==> config.mk <==
export PLATFORM = sky130hd
export DESIGN_NAME = branch_and_bit_clear_exec
export DESIGN_NICKNAME = d
export VERILOG_FILES = /design/src/hdl/bitbr_pkg.sv /design/src/hdl/branch_and_bit_clear_exec.sv
export VERILOG_INCLUDE_DIRS = /design/src /design/src/hdl
export SDC_FILE = /design/constraint.sdc
export NUM_CORES = 1
export LEC_CHECK = 0
export BUFFER_PORTS_ARGS = -buffer_cell sky130_fd_sc_hd__buf_2
export CAP_MARGIN = 20
export CORE_UTILIZATION = 40
export CTS_CLUSTER_DIAMETER = 80
export CTS_CLUSTER_SIZE = 24
export DETAILED_ROUTE_END_ITERATION = 16
export GPL_ROUTABILITY_DRIVEN = 0
export PLACE_DENSITY = 0.68
export RECOVER_POWER = 50
export SLEW_MARGIN = 25
export SYNTH_ARGS = -nofsm -noshare
export SYNTH_HDL_FRONTEND = slang
export SYNTH_SLANG_ARGS = --single-unit
export TNS_END_PERCENT = 50
==> constraint.sdc <==
create_clock -name clk_i -period 3.31 [get_ports clk_i]
set_input_delay 0.4965 -clock clk_i [delete_from_list [all_inputs] [get_ports clk_i]]
set_output_delay 0.4965 -clock clk_i [all_outputs]
set_load 0.05 [all_outputs]
==> src/hdl/bitbr_cfg.svh <==
`ifndef BITBR_CFG_SVH
`define BITBR_CFG_SVH
`define OPC_BIT_CLEAR   4'h9
`define OPC_BRANCH_HI   4'hE
`define OPC_BR_NEGATIVE 4'h6
`define OPC_BR_CARRY    4'h2
`define ILO_LIMIT       8'h5F
`define PC_STEP         21'h000002
`define PC_RESET        21'h000000
`define PHASE_COUNT     2'h3
`endif

==> src/hdl/bitbr_pkg.sv <==
package bitbr_pkg;
   typedef struct packed {
      logic [11:0] addr;
      logic [7:0]  data;
      logic        we;
      logic        re;
   } dmem_req_t;
   typedef enum logic [1:0] {PH_Q1, PH_Q2, PH_Q3, PH_Q4} phase_t;
endpackage : bitbr_pkg

==> src/hdl/branch_and_bit_clear_exec.sv <==
// Functional notes
// RULE1: Bit clear zeroes one bit, keeps seven.
// RULE2: Access bit picks access bank or bank.
// RULE3: Extended mode indexes operands up to 5Fh.
// RULE4: Negative branch taken only when N set.
// RULE5: Offset signed, doubled, added to program counter.
// RULE6: Taken target is address plus two plus 2n.
// RULE7: Taken two cycles, untaken one cycle.
// RULE8: Carry branch jumps on C, else next word.
// RULE9: Carry branch decoded from its own opcode.
// RULE10: Flags untouched; every instruction one word.
// RULE11: Bit clear: read Q2, modify Q3, write Q4; code drives re on dmem_req_o in Q3, we in the next Q1.
`timescale 1ns/1ps
`default_nettype none
`include "bitbr_cfg.svh"
module branch_and_bit_clear_exec (
   // Clock and reset
   input  wire logic                clk_i,
   input  wire logic                reset_i,
   input  wire logic                clk_en_i,
   // Instruction and core state
   input  wire logic [15:0]         opcode_i,
   input  wire logic                opcode_valid_i,
   input  wire logic [5:0]          bank_select_register_i,
   input  wire logic [11:0]         index_base_i,
   input  wire logic                ext_set_en_i,
   input  wire logic                flag_negative_i,
   input  wire logic                flag_carry_i,
   // Data memory
   input  wire logic [7:0]          dmem_rdata_i,
   output var  bitbr_pkg::dmem_req_t dmem_req_o,
   // Program flow
   output logic [20:0]              program_counter_o,
   output logic                     branch_taken_o,
   output logic                     idle_cycle_o,
   output logic                     instr_done_o,
   output bitbr_pkg::phase_t        phase_o
);
   import bitbr_pkg::*;

   ////////////////////////////////////////////////////////////////////////////
   // State
   phase_t     phase_q, phase_d;
   logic [15:0] ir_q, ir_d;
   logic [20:0] pc_q, pc_d;
   logic        flush_q, flush_d;
   logic        taken_q, taken_d;
   logic        done_q, done_d;
   logic [7:0]  work_q, work_d;
   dmem_req_t   req_q, req_d;

   ////////////////////////////////////////////////////////////////////////////
   // Decode
   logic        is_clear, is_neg_br, is_carry_br, cond_met;
   logic [2:0]  bit_sel;
   logic        acc_sel;
   logic [7:0]  freg;
   logic [11:0] ea;
   logic [20:0] offset_x2;

   always_comb begin
      is_clear    = (ir_q[15:12] == `OPC_BIT_CLEAR); // RULE1
      is_neg_br   = (ir_q[15:12] == `OPC_BRANCH_HI) && (ir_q[11:8] == `OPC_BR_NEGATIVE); // RULE4
      is_carry_br = (ir_q[15:12] == `OPC_BRANCH_HI) && (ir_q[11:8] == `OPC_BR_CARRY); // RULE9
      bit_sel     = ir_q[11:9]; // RULE1
      acc_sel     = ir_q[8];
      freg        = ir_q[7:0];
      cond_met    = (is_neg_br && flag_negative_i) || (is_carry_br && flag_carry_i); // RULE4 RULE8
      // Sign-extend and double the offset
      offset_x2   = {{12{ir_q[7]}}, ir_q[7:0], 1'b0}; // RULE5
   end

   ////////////////////////////////////////////////////////////////////////////
   // Operand address
   // Bank mode honours only the low four bank bits, so 4K of data space
   always_comb begin
      if (acc_sel) begin
         ea = {bank_select_register_i[3:0], freg}; // RULE2
      end else if (ext_set_en_i && (freg <= `ILO_LIMIT)) begin
         ea = index_base_i + {4'h0, freg}; // RULE3
      end else if (freg[7]) begin
         ea = {4'hF, freg}; // RULE2
      end else begin
         ea = {4'h0, freg}; // RULE2
      end
   end

   ////////////////////////////////////////////////////////////////////////////
   // Sequencer
   always_comb begin
      phase_d = phase_q;
      ir_d    = ir_q;
      flush_d = flush_q;
      taken_d = taken_q;
      done_d  = 1'b0;
      case (phase_q)
         PH_Q1: begin
            // An opcode offered during the idle cycle is dropped, not held over
            if (!flush_q && opcode_valid_i) begin
               ir_d = opcode_i;
            end else begin
               ir_d = 16'h0000;
            end
            phase_d = PH_Q2;
         end
         PH_Q2: begin
            phase_d = PH_Q3;
         end
         PH_Q3: begin
            phase_d = PH_Q4;
         end
         PH_Q4: begin
            if (cond_met) begin
               flush_d = 1'b1; // RULE7
               taken_d = 1'b1; // RULE7
            end else begin
               flush_d = 1'b0; // RULE7
               taken_d = 1'b0;
               done_d  = flush_q || (ir_q != 16'h0000); // RULE11
            end
            phase_d = PH_Q1;
         end
         default: begin
            phase_d = PH_Q1;
         end
      endcase
   end

   always_ff @(posedge clk_i) begin
      if (reset_i) begin
         phase_q <= PH_Q1;
         ir_q    <= 16'h0000;
         flush_q <= 1'b0;
         taken_q <= 1'b0;
         done_q  <= 1'b0;
      end else if (clk_en_i) begin
         phase_q <= phase_d;
         ir_q    <= ir_d;
         flush_q <= flush_d;
         taken_q <= taken_d;
         done_q  <= done_d;
      end
   end

   ////////////////////////////////////////////////////////////////////////////
   // Program counter
   // Status flags are inputs only; no path here or below writes them
   always_comb begin
      pc_d = pc_q;
      if ((phase_q == PH_Q1) && !flush_q && opcode_valid_i) begin
         pc_d = pc_q + `PC_STEP; // RULE10
      end else if ((phase_q == PH_Q4) && cond_met) begin
         // pc_q already points past the branch word, which supplies the plus two
         pc_d = pc_q + offset_x2; // RULE5 RULE6 RULE8
      end
   end

   always_ff @(posedge clk_i) begin
      if (reset_i) begin
         pc_q <= `PC_RESET;
      end else if (clk_en_i) begin
         pc_q <= pc_d;
      end
   end

   ////////////////////////////////////////////////////////////////////////////
   // Data memory read-modify-write
   always_comb begin
      work_d     = work_q;
      req_d      = '0;
      req_d.addr = req_q.addr;
      case (phase_q)
         PH_Q2: begin
            if (is_clear) begin
               req_d.addr = ea;
               req_d.re   = 1'b1; // RULE11
            end
         end
         PH_Q3: begin
            if (is_clear) begin
               work_d = dmem_rdata_i & ~(8'h01 << bit_sel); // RULE1 RULE11
            end
         end
         PH_Q4: begin
            if (is_clear) begin
               req_d.data = work_q;
               req_d.we   = 1'b1; // RULE11
            end
         end
         default: begin
            req_d.we = 1'b0;
         end
      endcase
   end

   always_ff @(posedge clk_i) begin
      if (reset_i) begin
         work_q <= 8'h00;
         req_q  <= '0;
      end else if (clk_en_i) begin
         work_q <= work_d;
         req_q  <= req_d;
      end
   end

   assign dmem_req_o        = req_q;
   assign program_counter_o = pc_q;
   assign branch_taken_o    = taken_q;
   assign idle_cycle_o      = flush_q;
   assign instr_done_o      = done_q;
   assign phase_o           = phase_q;
endmodule : branch_and_bit_clear_exec
`default_nettype wire

==> run metrics, run 1 <==
grt total ovfl 0; post-synth cell types 60; Hold Crit Class input pin to flip-flop; syn_area_per_cell 7.93 um2; chip height a little over 100 um; CTS tree yes; outcome complete, but fails checks; Layout area overhead 17.4%; # setup viols final 0; Initial Util 41.6%; Clock Latency Late Sink 0.35 ns; maxcap violations 1; row cnt 36; Final HPWL DP about 8 mm; Worst Setup SP phase_o[0]$_SDFFE_PP0P_; nets 668; Die W between 100 and 150 um; Post-synth EDFFs 0; unrepaired setup endpoints after global routing false; Setup Crit Path Kind flip-flop to flip-flop; Comb power frac 13.7%; routed wire length between 10 and 15 mm; crit path capture type flip-flop; post-synthesis net count 589; net switching power 0.560 mW; hold slack about 0.39 ns; Ports a little under 100; drt initial violations 280; Tmin final slightly above 3 ns; Vias/cell 5.61; Int Pwr 1.23 mW; Seq/Total Area, Yosys between 30% and 40%; synthesized instance count just over 500; mapped cell area 4110 um2; area of the core region 9860 um2; Vias 4,124; largest net degree at the start of global routing 44; Final Skew 0.0133 ns; Worst VDD drop roughly 0.19 mV; power after layout ~1.8 mW; worst slew pin tran 1.85 ns; Final Cycle Share around 93%; setup tns final 0 ns; failing checks capacitance limit, slew limit; synthesis-stage register bit count 70; CTS buffer count 9; # clock sinks 70; WP data arrival roughly 3.3 ns; FF-to-FF Start phase_o[0]$_SDFFE_PP0P_; Setup Buffers After CTS 0; WL per Instance about 15 um; clock share of power 37.2%; share of flip-flops with an asynchronous set or reset 0%; Post-synth top cells dfxtp_1, nor2_1, nand2_1; maximum achievable frequency 324 MHz; port buffer count 93; first-pass GRT wire length 18.0 mm; cts hold-fix bufs 0; Final Hold Fails 0; H-tree depth 3; drc violations 0; post-layout util around half; layout cells sized above 1 15.3%; vias in the first global route 3,804; switching share of total power between 30% and 40%; hold path start dmem_rdata_i[7]; GRT Total Usage 21.8%; n_diodes 0; Area contributors post-synth dfxtp_1, ha_1, nor2_1; Slew headroom -23.3%; worst-path fanout max 13; top-count cell post-synth dfxtp_1; Post-DRT Antenna Nets 0; YS warnings 0; Reg clk slew, reported paths 0.09 ns; antenna violations before repair 0; Die Area roughly 11,000 um2; largest area contributor in the netlist dfxtp_1; ys flop type dfxtp_1; Slew Limit Fails 44; First-pass DRT Iterations 4; clk buf depth 2; Worst setup SP type flip-flop; P_leak around 1.9 nW; clk root buf clkbuf_8; pwr/cell area 372 nW/um2; Req. time, crit path 3.53 ns; Reg power frac 49.1%; top-area cell type share of the netlist area 34.1%
-- area by class of cell --
type | instances | area, um2
well taps | 133 | 166
multi-input cells | 399 | 2520
inverters | 15 | 56.3
flip-flops and latches | 70 | 1410
repair buffers | 102 | 480
clock buffers | 9 | 124
clock inverters | 7 | 60.1
fillers | 1029 | 5040
-- cell usage in the layout (no fill, tap or decap), types with 3 or more instances in the layout --
cell and count:
a21boi_0 4, nand3_1 25, nor4_1 7, xor2_1 11, nand2_1 43, o21ai_1 3, buf_4 8, and3_1 4
xnor2_1 7, a31oi_1 4, o311ai_0 5, inv_6 3, o211ai_1 3, nor2_1 66, clkbuf_1 40, a311oi_1 3
a21oi_1 37, or3_1 7, buf_2 53, nor3_1 28, ha_1 20, mux2i_1 5, nand4_1 4, and4_1 3
inv_1 15, o21ai_0 14, nor3b_1 5, clkbuf_8 9, a22oi_1 25, o22ai_1 4, or4_1 3, a21o_1 7
and2_1 11, dfxtp_1 67, a211oi_1 7, nor2b_1 3
-- repair_timing --
item,4_1_cts,5_1_grt
gates resized for setup,0,3
hold endpoints to repair,0,0
endpoints found under the setup margin,0,6
-- path summary, 6_finish.rpt --
check | endpoint | slack [ns] | depth (start not counted)
worst min register to register | work_q[6]$_SDFFE_PP0P_ | 0.46 | 2
worst max-delay path | program_counter_o[11]$_SDFFE_PP0P_ | 0.22 | 14
worst max register to register | program_counter_o[11]$_SDFFE_PP0P_ | 0.22 | 14
worst min-delay path | work_q[7]$_SDFFE_PP0P_ | 0.39 | 3
-- power groups by stage --
stage	combinational, mW	sequential, mW	clock (mW)
6_report	0.245	0.880	0.666
5_1_grt	0.274	0.884	0.717
4_1_cts	0.246	0.880	0.680
3_5_place_dp	0.245	0.900	0
3_3_place_gp	0.238	0.899	0
2_1_floorplan	0.152	0.912	0
-- per-stage QoR --
| stage | cells | area (um2) | worst slack, ns |
|---|---|---|---|
| 2_1_floorplan | 518 | 4120 | 0.0758 |
| 3_3_place_gp | 719 | 4670 | 0.244 |
| 3_5_place_dp | 719 | 4670 | 0.168 |
| 4_1_cts | 735 | 4860 | 0.101 |
| 5_1_grt | 735 | 4820 | 0.0146 |
| 6_report | 735 | 4820 | 0.222 |
-- worst max-delay path, cell delays in order (launching register included) --
cell      delay [ns]
dfxtp_4         0.38
inv_1           0.07
ha_1            0.25
nand3b_4        0.15
nand2b_1        0.07
ha_1            0.22
fa_2            0.39
a211oi_2        0.23
o21bai_1        0.10
a21o_1          0.26
a41oi_2         0.21
buf_4           0.16
mux2i_1         0.22
xor2_1          0.18
nor2_1          0.05
-- registers in the layout, indices dropped and copies added (netlist names) --
register	cells
branch_taken_o	1
dmem_req_o	22
instr_done_o	1
ir_q	16
phase_o	2
program_counter_o	20
work_q	8
-- logic make-up after synthesis --
kind of cell             share of synthesized area, %
XOR/XNOR                                         3.84
adder cells (fa/ha/maj)                          7.34
buffers and inverters                            4.97
AO/OA/AOI/OAI                                    21.4
flip-flops                                       34.1
AND/OR/NAND/NOR                                  26.8
other                                          0.0913
multiplexers                                     1.49
-- per-layer routing --
metal	wire, um	GRT usage [%]	part of all wire (%)
met1	4910	27.4	44
met3	550	5.31	5.0
met2	5440	36.3	49
met4	170	7.69	1.5
met5	0	0	0
Power figures use the tool's default switching activity.
==> run 2, diff against run 1 <==
--- a/config.mk
+++ b/config.mk
@@ -13,8 +13,9 @@
 export CTS_CLUSTER_SIZE = 24
 export DETAILED_ROUTE_END_ITERATION = 16
 export GPL_ROUTABILITY_DRIVEN = 0
-export PLACE_DENSITY = 0.68
+export PLACE_DENSITY = 0.59
 export RECOVER_POWER = 50
+export SETUP_SLACK_MARGIN = 0.3
 export SLEW_MARGIN = 25
 export SYNTH_ARGS = -nofsm -noshare
 export SYNTH_HDL_FRONTEND = slang
==> constraint.sdc (replaced) <==
create_clock -name clk_i -period 2.9 [get_ports clk_i]
set_input_delay 0.435 -clock clk_i [delete_from_list [all_inputs] [get_ports clk_i]]
set_output_delay 0.435 -clock clk_i [all_outputs]
set_load 0.05 [all_outputs]
==> run 2 against run 1 <==
  * The flow now finishes without violations
  * Sequential power grew 14%
  * Setup slack lost 0.12 ns
  * Clock skew shrank 0.0015 ns
  * Power grew 19%
  * Combinational power grew 31%
  * Sequential share of layout area shrank 1.7 points
  * Non-clock buffer count grew 21
  * Critical endpoint is now program_counter_o[19]$_SDFFE_PP0P_
  * Largest power group unchanged
==> run metrics, run 2 (synthesis gave the netlist of run 1 again) <==
crit-path cells inv_4 -> ha_4 -> nand3b_4 -> nand2b_4 -> ha_4 -> fa_2 -> a211oi_2 -> o21bai_1 -> a21o_1 -> a41oi_2 -> o21ai_1 -> a21oi_1 -> mux2_2; routed wire length 11.6 mm (+4.5%); max reg flops 22 (unchanged); First-pass DRT Iterations 4 (unchanged); grt peak-use layer met2; outcome finished clean; chip height 103 um (unchanged); Die Area 10,700 um2 (unchanged); clk root buf clkbuf_8; Final Cycle Share 96.4% (+3.1 points); Reg power frac 47.1% (-2.0 points); Tmin final 2.80 ns (-0.293 ns); clock share of power 37.8% (+0.6 points); Post-DRT Antenna Nets 0 (unchanged); Worst setup SP type flip-flop; Final HPWL DP 8.32 mm (+3.2%); first-pass GRT wire length 18.7 mm (+3.4%); pre-CTS setup slack 0.0807 ns (-0.0874 ns); worst slew pin tran 0.700 ns (-1.15 ns); grt total ovfl 0 (unchanged); Buf+Inv Stages, Crit Path 1 (-1); nets 689 (+3.1%); Slew Limit Fails 0 (-100%); port buffer count 93 (unchanged); maxcap violations 0 (-1); Layout area overhead 24.6%; met1 usage 28.2% (+0.88 points); hold slack 0.325 ns (-0.0638 ns); Initial Util 41.6% (unchanged); critical path's top delay family compound AO/OA/AOI/OAI gates; drt initial violations 150 (-46%); Slew headroom 53.1% (+76 points); vias in the first global route 3,893 (+2.3%); # setup viols final 0 (unchanged); area of the core region 9860 um2 (unchanged); most used cell, CP ha_4; largest net degree at the start of global routing 42 (-4.5%); Slowest cell on crit path dfxtp_4; Int Pwr 1.51 mW (+22%); commonest non-fill, non-tap cell in the layout nor2_1; Final Hold Fails 0 (unchanged); Req. time, crit path 3.14 ns (-0.39 ns); Reg clk slew, reported paths 0.08 ns (about the same); drc violations 0 (unchanged); Hold Crit Class input pin to flip-flop; hold path start opcode_i[8]; layout cells sized above 1 21.8% (+6.5 points); Die W 103 um (unchanged); final worst slack 0.105 ns (-0.117 ns); maximum achievable frequency 358 MHz (+10%); delay of the slowest critical-path stage 0.37 ns (-0.02 ns); row cnt 36 (unchanged); n_diodes 0 (unchanged); Setup Crit Path Kind flip-flop to flip-flop; worst-path fanout max 8 (-5); Ports 97 (unchanged); Vias 4,177 (+1.3%); net switching power 0.622 mW (+11%); P_leak 2.00 nW (+5.6%); Worst VDD drop 0.281 mV (+49%); pwr/cell area 416 nW/um2 (+12%); unrepaired setup endpoints after global routing true; H-tree depth 3 (unchanged); fillers 994 (-3.4%); WP data arrival 3.04 ns (-0.26 ns); CTS buffer count 9 (unchanged); commonest non-fill, non-tap cells in the layout nor2_1, dfxtp_1, buf_2; WL per Instance 15.3 um (+1.6%); Final Skew 0.0117 ns (-0.00152 ns); FF-to-FF Start phase_o[1]$_SDFFE_PP0P_; antenna violations before repair 0 (unchanged); Comb power frac 15.0% (+1.3 points); Worst Setup SP phase_o[1]$_SDFFE_PP0P_; CTS tree yes; grt met3 use 4.57% (-0.74 points); GRT Total Usage 22.7% (+0.91 points); switching share of total power 29.2% (-2.0 points); # clock sinks 70 (unchanged); met2 usage 39.2% (+2.9 points); crit path capture type flip-flop; Clock Latency Late Sink 0.36 ns (about the same); Vias/cell 5.53 (-1.5%); clk buf depth 2 (unchanged)
## run 2: cell type report
class	instances	area (um2)	share of cell area [%]
Clock buffer	10	128	2.49
Sequential cell	70	1410	27.6
Multi-Input combinational cell	399	2640	51.6
Clock inverter	6	70.1	1.37
Tap cell	133	166	3.25
Inverter	15	61.3	1.20
Timing Repair Buffer	123	641	12.5
## run 2: timing repair
action | in CTS | in global routing
pin swaps | 9 | 14
hold buffers | 0 | 0
gates resized for setup | 7 | 17
setup buffers | 6 | 3
cloned | 0 | 0
endpoints found under the setup margin | 13 | 17
## run 2: stage by stage
stage / utilization [%] / setup TNS [ns] / cells / power (mW) / cell area [um2]
6_report: 51.9 / 0 / 756 / 2.13 / 5120
5_1_grt: 51.9 / -0.232 / 756 / 2.22 / 5120
4_1_cts: 51.5 / 0 / 753 / 2.14 / 5080
3_5_place_dp: 48.7 / 0 / 731 / 1.33 / 4810
3_3_place_gp: 48.7 / 0 / 731 / 1.32 / 4810
2_1_floorplan: - / -0.0250 / 518 / 1.22 / 4180
## run 2: final timing paths
kind / end / slack (ns) / cells after the start
max: program_counter_o[19]$_SDFFE_PP0P_ / 0.10 / 13
min: ir_q[8]$_SDFFE_PP0P_ / 0.32 / 3
max reg2reg: program_counter_o[19]$_SDFFE_PP0P_ / 0.10 / 13
min reg2reg: work_q[5]$_SDFFE_PP0P_ / 0.45 / 2
## run 2: worst reg2reg max path: cells and delay by family, from the launching register on
family	cells	cell delay, ns
AND/OR/NAND/NOR	2	0.20
buffers and inverters	1	0.04
flip-flops	1	0.37
adder cells (fa/ha/maj)	3	0.65
multiplexers	1	0.34
AO/OA/AOI/OAI	6	1.09
## run 2: layer usage
layer	wire length, um	share of wire, %
met5	0	0
met4	112	0.97
met3	455	3.9
met2	5650	49
met1	5360	46
## run 2: power by group through the flow
| stage | logic, mW | clock network, mW | registers, mW |
|---|---|---|---|
| global route | 0.355 | 0.864 | 1.01 |
| detailed placement | 0.300 | 0 | 1.02 |
| CTS | 0.315 | 0.824 | 1.00 |
| finish | 0.320 | 0.805 | 1.00 |
| global placement | 0.298 | 0 | 1.02 |
| floorplan | 0.182 | 0 | 1.04 |
==> run 3, diff against run 2 <==
--- a/config.mk
+++ b/config.mk
@@ -8,12 +8,14 @@
 export LEC_CHECK = 0
 export BUFFER_PORTS_ARGS = -buffer_cell sky130_fd_sc_hd__buf_2
 export CAP_MARGIN = 20
-export CORE_UTILIZATION = 40
+export CELL_PAD_IN_SITES_DETAIL_PLACEMENT = 1
+export CELL_PAD_IN_SITES_GLOBAL_PLACEMENT = 1
+export CORE_UTILIZATION = 39
 export CTS_CLUSTER_DIAMETER = 80
 export CTS_CLUSTER_SIZE = 24
 export DETAILED_ROUTE_END_ITERATION = 16
 export GPL_ROUTABILITY_DRIVEN = 0
-export PLACE_DENSITY = 0.59
+export PLACE_DENSITY = 0.79
 export RECOVER_POWER = 50
 export SETUP_SLACK_MARGIN = 0.3
 export SLEW_MARGIN = 25
==> run 3 against run 2 <==
  * Non-clock buffer count increased by 13
  * Via count grew 6.2%
  * Power up 1.8%
  * Setup slack got worse by 0.084 ns
  * Maximum frequency shrank 2.9%
  * Combinational power increased by 12%
  * Final area grew 4.0%
  * Clock skew is 0.0021 ns higher
  * Sequential power is essentially flat
  * Global-route usage grew 3.3 points
  * Critical path type unchanged
  * Highest routed layer unchanged
==> run metrics, run 3 (synthesis gave the netlist of run 1 again) <==
WL per Instance 18.7 um (+22%); # setup viols final 0 (unchanged); Final Skew 0.0139 ns (+0.00213 ns); maxcap violations 0 (unchanged); Hold Crit Class input pin to flip-flop; delay of the slowest critical-path stage 0.38 ns (about the same); drc violations 0 (unchanged); WP data arrival 3.19 ns (+0.15 ns); clk buf depth 2 (unchanged); clk root buf clkbuf_8; H-tree depth 3 (unchanged); Comb power frac 16.6% (+1.6 points); Layout Cells excl Fill 773 (+2.2%); # clock sinks 70 (unchanged); power after layout 2.16 mW (+1.8%); area of the core region 10,300 um2 (+4.2%); Clock Latency Late Sink 0.37 ns (about the same); worst-path fanout max 5 (-3); Die W 105 um (+1.2%); Final Cycle Share 99.3% (+2.9 points); Layout area overhead 29.6%; Die Area 10,900 um2 (+2.5%); switching share of total power 32.9% (+3.7 points); row cnt 37 (+2.8%); max reg flops 22 (unchanged); most used cell, CP buf_6; vias in the first global route 4,408 (+13%); routed wire length 14.4 mm (+25%); Slowest cell on crit path dfxtp_4; commonest non-fill, non-tap cells in the layout buf_2, dfxtp_1, nor2_1; GRT Total Usage 26.0% (+3.3 points); drt initial violations 248 (+65%); Tmin final 2.88 ns (+0.0836 ns); Reg clk slew, reported paths 0.10 ns (+0.02 ns); grt total ovfl 0 (unchanged); Final Hold Fails 0 (unchanged); commonest non-fill, non-tap cell in the layout buf_2; P_leak 2.25 nW (+13%); layout cells sized above 1 30.3% (+8.5 points); crit path capture type flip-flop; Int Pwr 1.45 mW (-3.5%); Post-DRT Antenna Nets 0 (unchanged); First-pass DRT Iterations 4 (unchanged); post-layout util 51.8% (-0.11 points); Vias 4,434 (+6.2%); Vias/cell 5.74 (+3.8%); Worst VDD drop 0.194 mV (-31%); maximum achievable frequency 347 MHz (-2.9%); Setup Crit Path Kind flip-flop to flip-flop; pwr/cell area 407 nW/um2 (-2.1%); Slew headroom 51.5% (-1.6 points); largest net degree at the start of global routing 29 (-31%); nets 703 (+2.0%); Slew Limit Fails 0 (unchanged); worst slew pin tran 0.723 ns (+0.0232 ns); Final HPWL DP 9.98 mm (+20%); first-pass GRT wire length 22.3 mm (+19%); Worst setup SP type flip-flop; port buffer count 93 (unchanged); unrepaired setup endpoints after global routing true; n_diodes 0 (unchanged); CTS tree yes; hold slack 0.312 ns (-0.0129 ns); Ports 97 (unchanged); outcome finished clean; Placed Cells 737 (+0.82%); CTS buffer count 9 (unchanged); Req. time, crit path 3.21 ns (+0.07 ns); Reg power frac 46.4% (-0.7 points); chip height 105 um (+1.2%); crit-path cells inv_4 -> ha_4 -> nand3b_4 -> nand2b_4 -> ha_4 -> fa_2 -> a211oi_2 -> buf_4 -> buf_6 -> buf_6 -> buf_6 -> buf_6 -> buf_6 -> buf_6 -> buf_6 -> buf_6 -> nor2_4 -> nor3_2 -> a21oi_1 -> nor2_1; antenna violations before repair 0 (unchanged); clock share of power 37.0% (-0.8 points); net switching power 0.713 mW (+15%); Initial Util 40.0% (-1.7 points)
==> run 3: changes by cell type in the layout (fill, tap and decap cells not counted), sizes merged <==
cell / delta
buf: +51
nand3b: +1
bufinv: -1
inv: +5
clkbuf: -39
clkinvlp: -2
clkinv: -1
==> run 3: path summary, 6_finish.rpt <==
path / start / cells past startpoint / end / slack [ns]
min: dmem_rdata_i[2] / 3 / work_q[2]$_SDFFE_PP0P_ / 0.31
max reg2reg: phase_o[0]$_SDFFE_PP0P_ / 20 / program_counter_o[5]$_SDFFE_PP0P_ / 0.02
min reg2reg: work_q[6]$_SDFFE_PP0P_ / 2 / work_q[6]$_SDFFE_PP0P_ / 0.46
max: phase_o[0]$_SDFFE_PP0P_ / 20 / program_counter_o[5]$_SDFFE_PP0P_ / 0.02
==> run 3: worst max-delay path: cells and delay by family (launching register included) <==
family / cells / cell delay (ns)
adder cells (fa/ha/maj): 3 / 0.69
flip-flops: 1 / 0.38
AND/OR/NAND/NOR: 5 / 0.52
AO/OA/AOI/OAI: 2 / 0.34
buffers and inverters: 10 / 0.87
==> run 3: layout make-up <==
cell class              instances  area [um2]
flip-flops and latches         70        1410
clock inverters                 7        62.6
inverters                      15        61.3
multi-input cells             400        2670
well taps                     136         170
repair buffers                136         818
fillers                      1307        4960
clock buffers                   9         124
==> run 3: through the flow <==
step	TNS, ns	area, um2	setup WS, ns
floorplan	-0.0250	4180	-0.0250
global placement	0	4830	0.109
detailed placement	0	4830	0.0213
CTS	0	5200	0.173
global route	-0.604	5320	-0.110
finish	0	5320	0.0212
==> run 3: what timing repair did <==
item | CTS | global route
pin swaps | 8 | 12
resized for setup | 9 | 24
gates cloned | 1 | 0
hold buffers | 0 | 0
setup buffers | 16 | 3
hold endpoints to repair | 0 | 0
endpoints found under the setup margin | 13 | 18
==> run 3: power groups by stage <==
| stage | clock network [mW] | registers, mW | logic, mW |
|---|---|---|---|
| 2_1_floorplan | 0 | 1.04 | 0.182 |
| 3_3_place_gp | 0 | 1.03 | 0.299 |
| 3_5_place_dp | 0 | 1.03 | 0.313 |
| 4_1_cts | 0.804 | 1.00 | 0.341 |
| 5_1_grt | 0.857 | 1.01 | 0.386 |
| 6_report | 0.801 | 1.01 | 0.359 |
==> run 3: metal layers <==
layer,share of wire (%),routed length [um],track usage (%)
met5,0,0,0
met4,2.6,369,10.7
met3,3.8,552,5.49
met2,51,7380,45.5
met1,42,6130,30.8
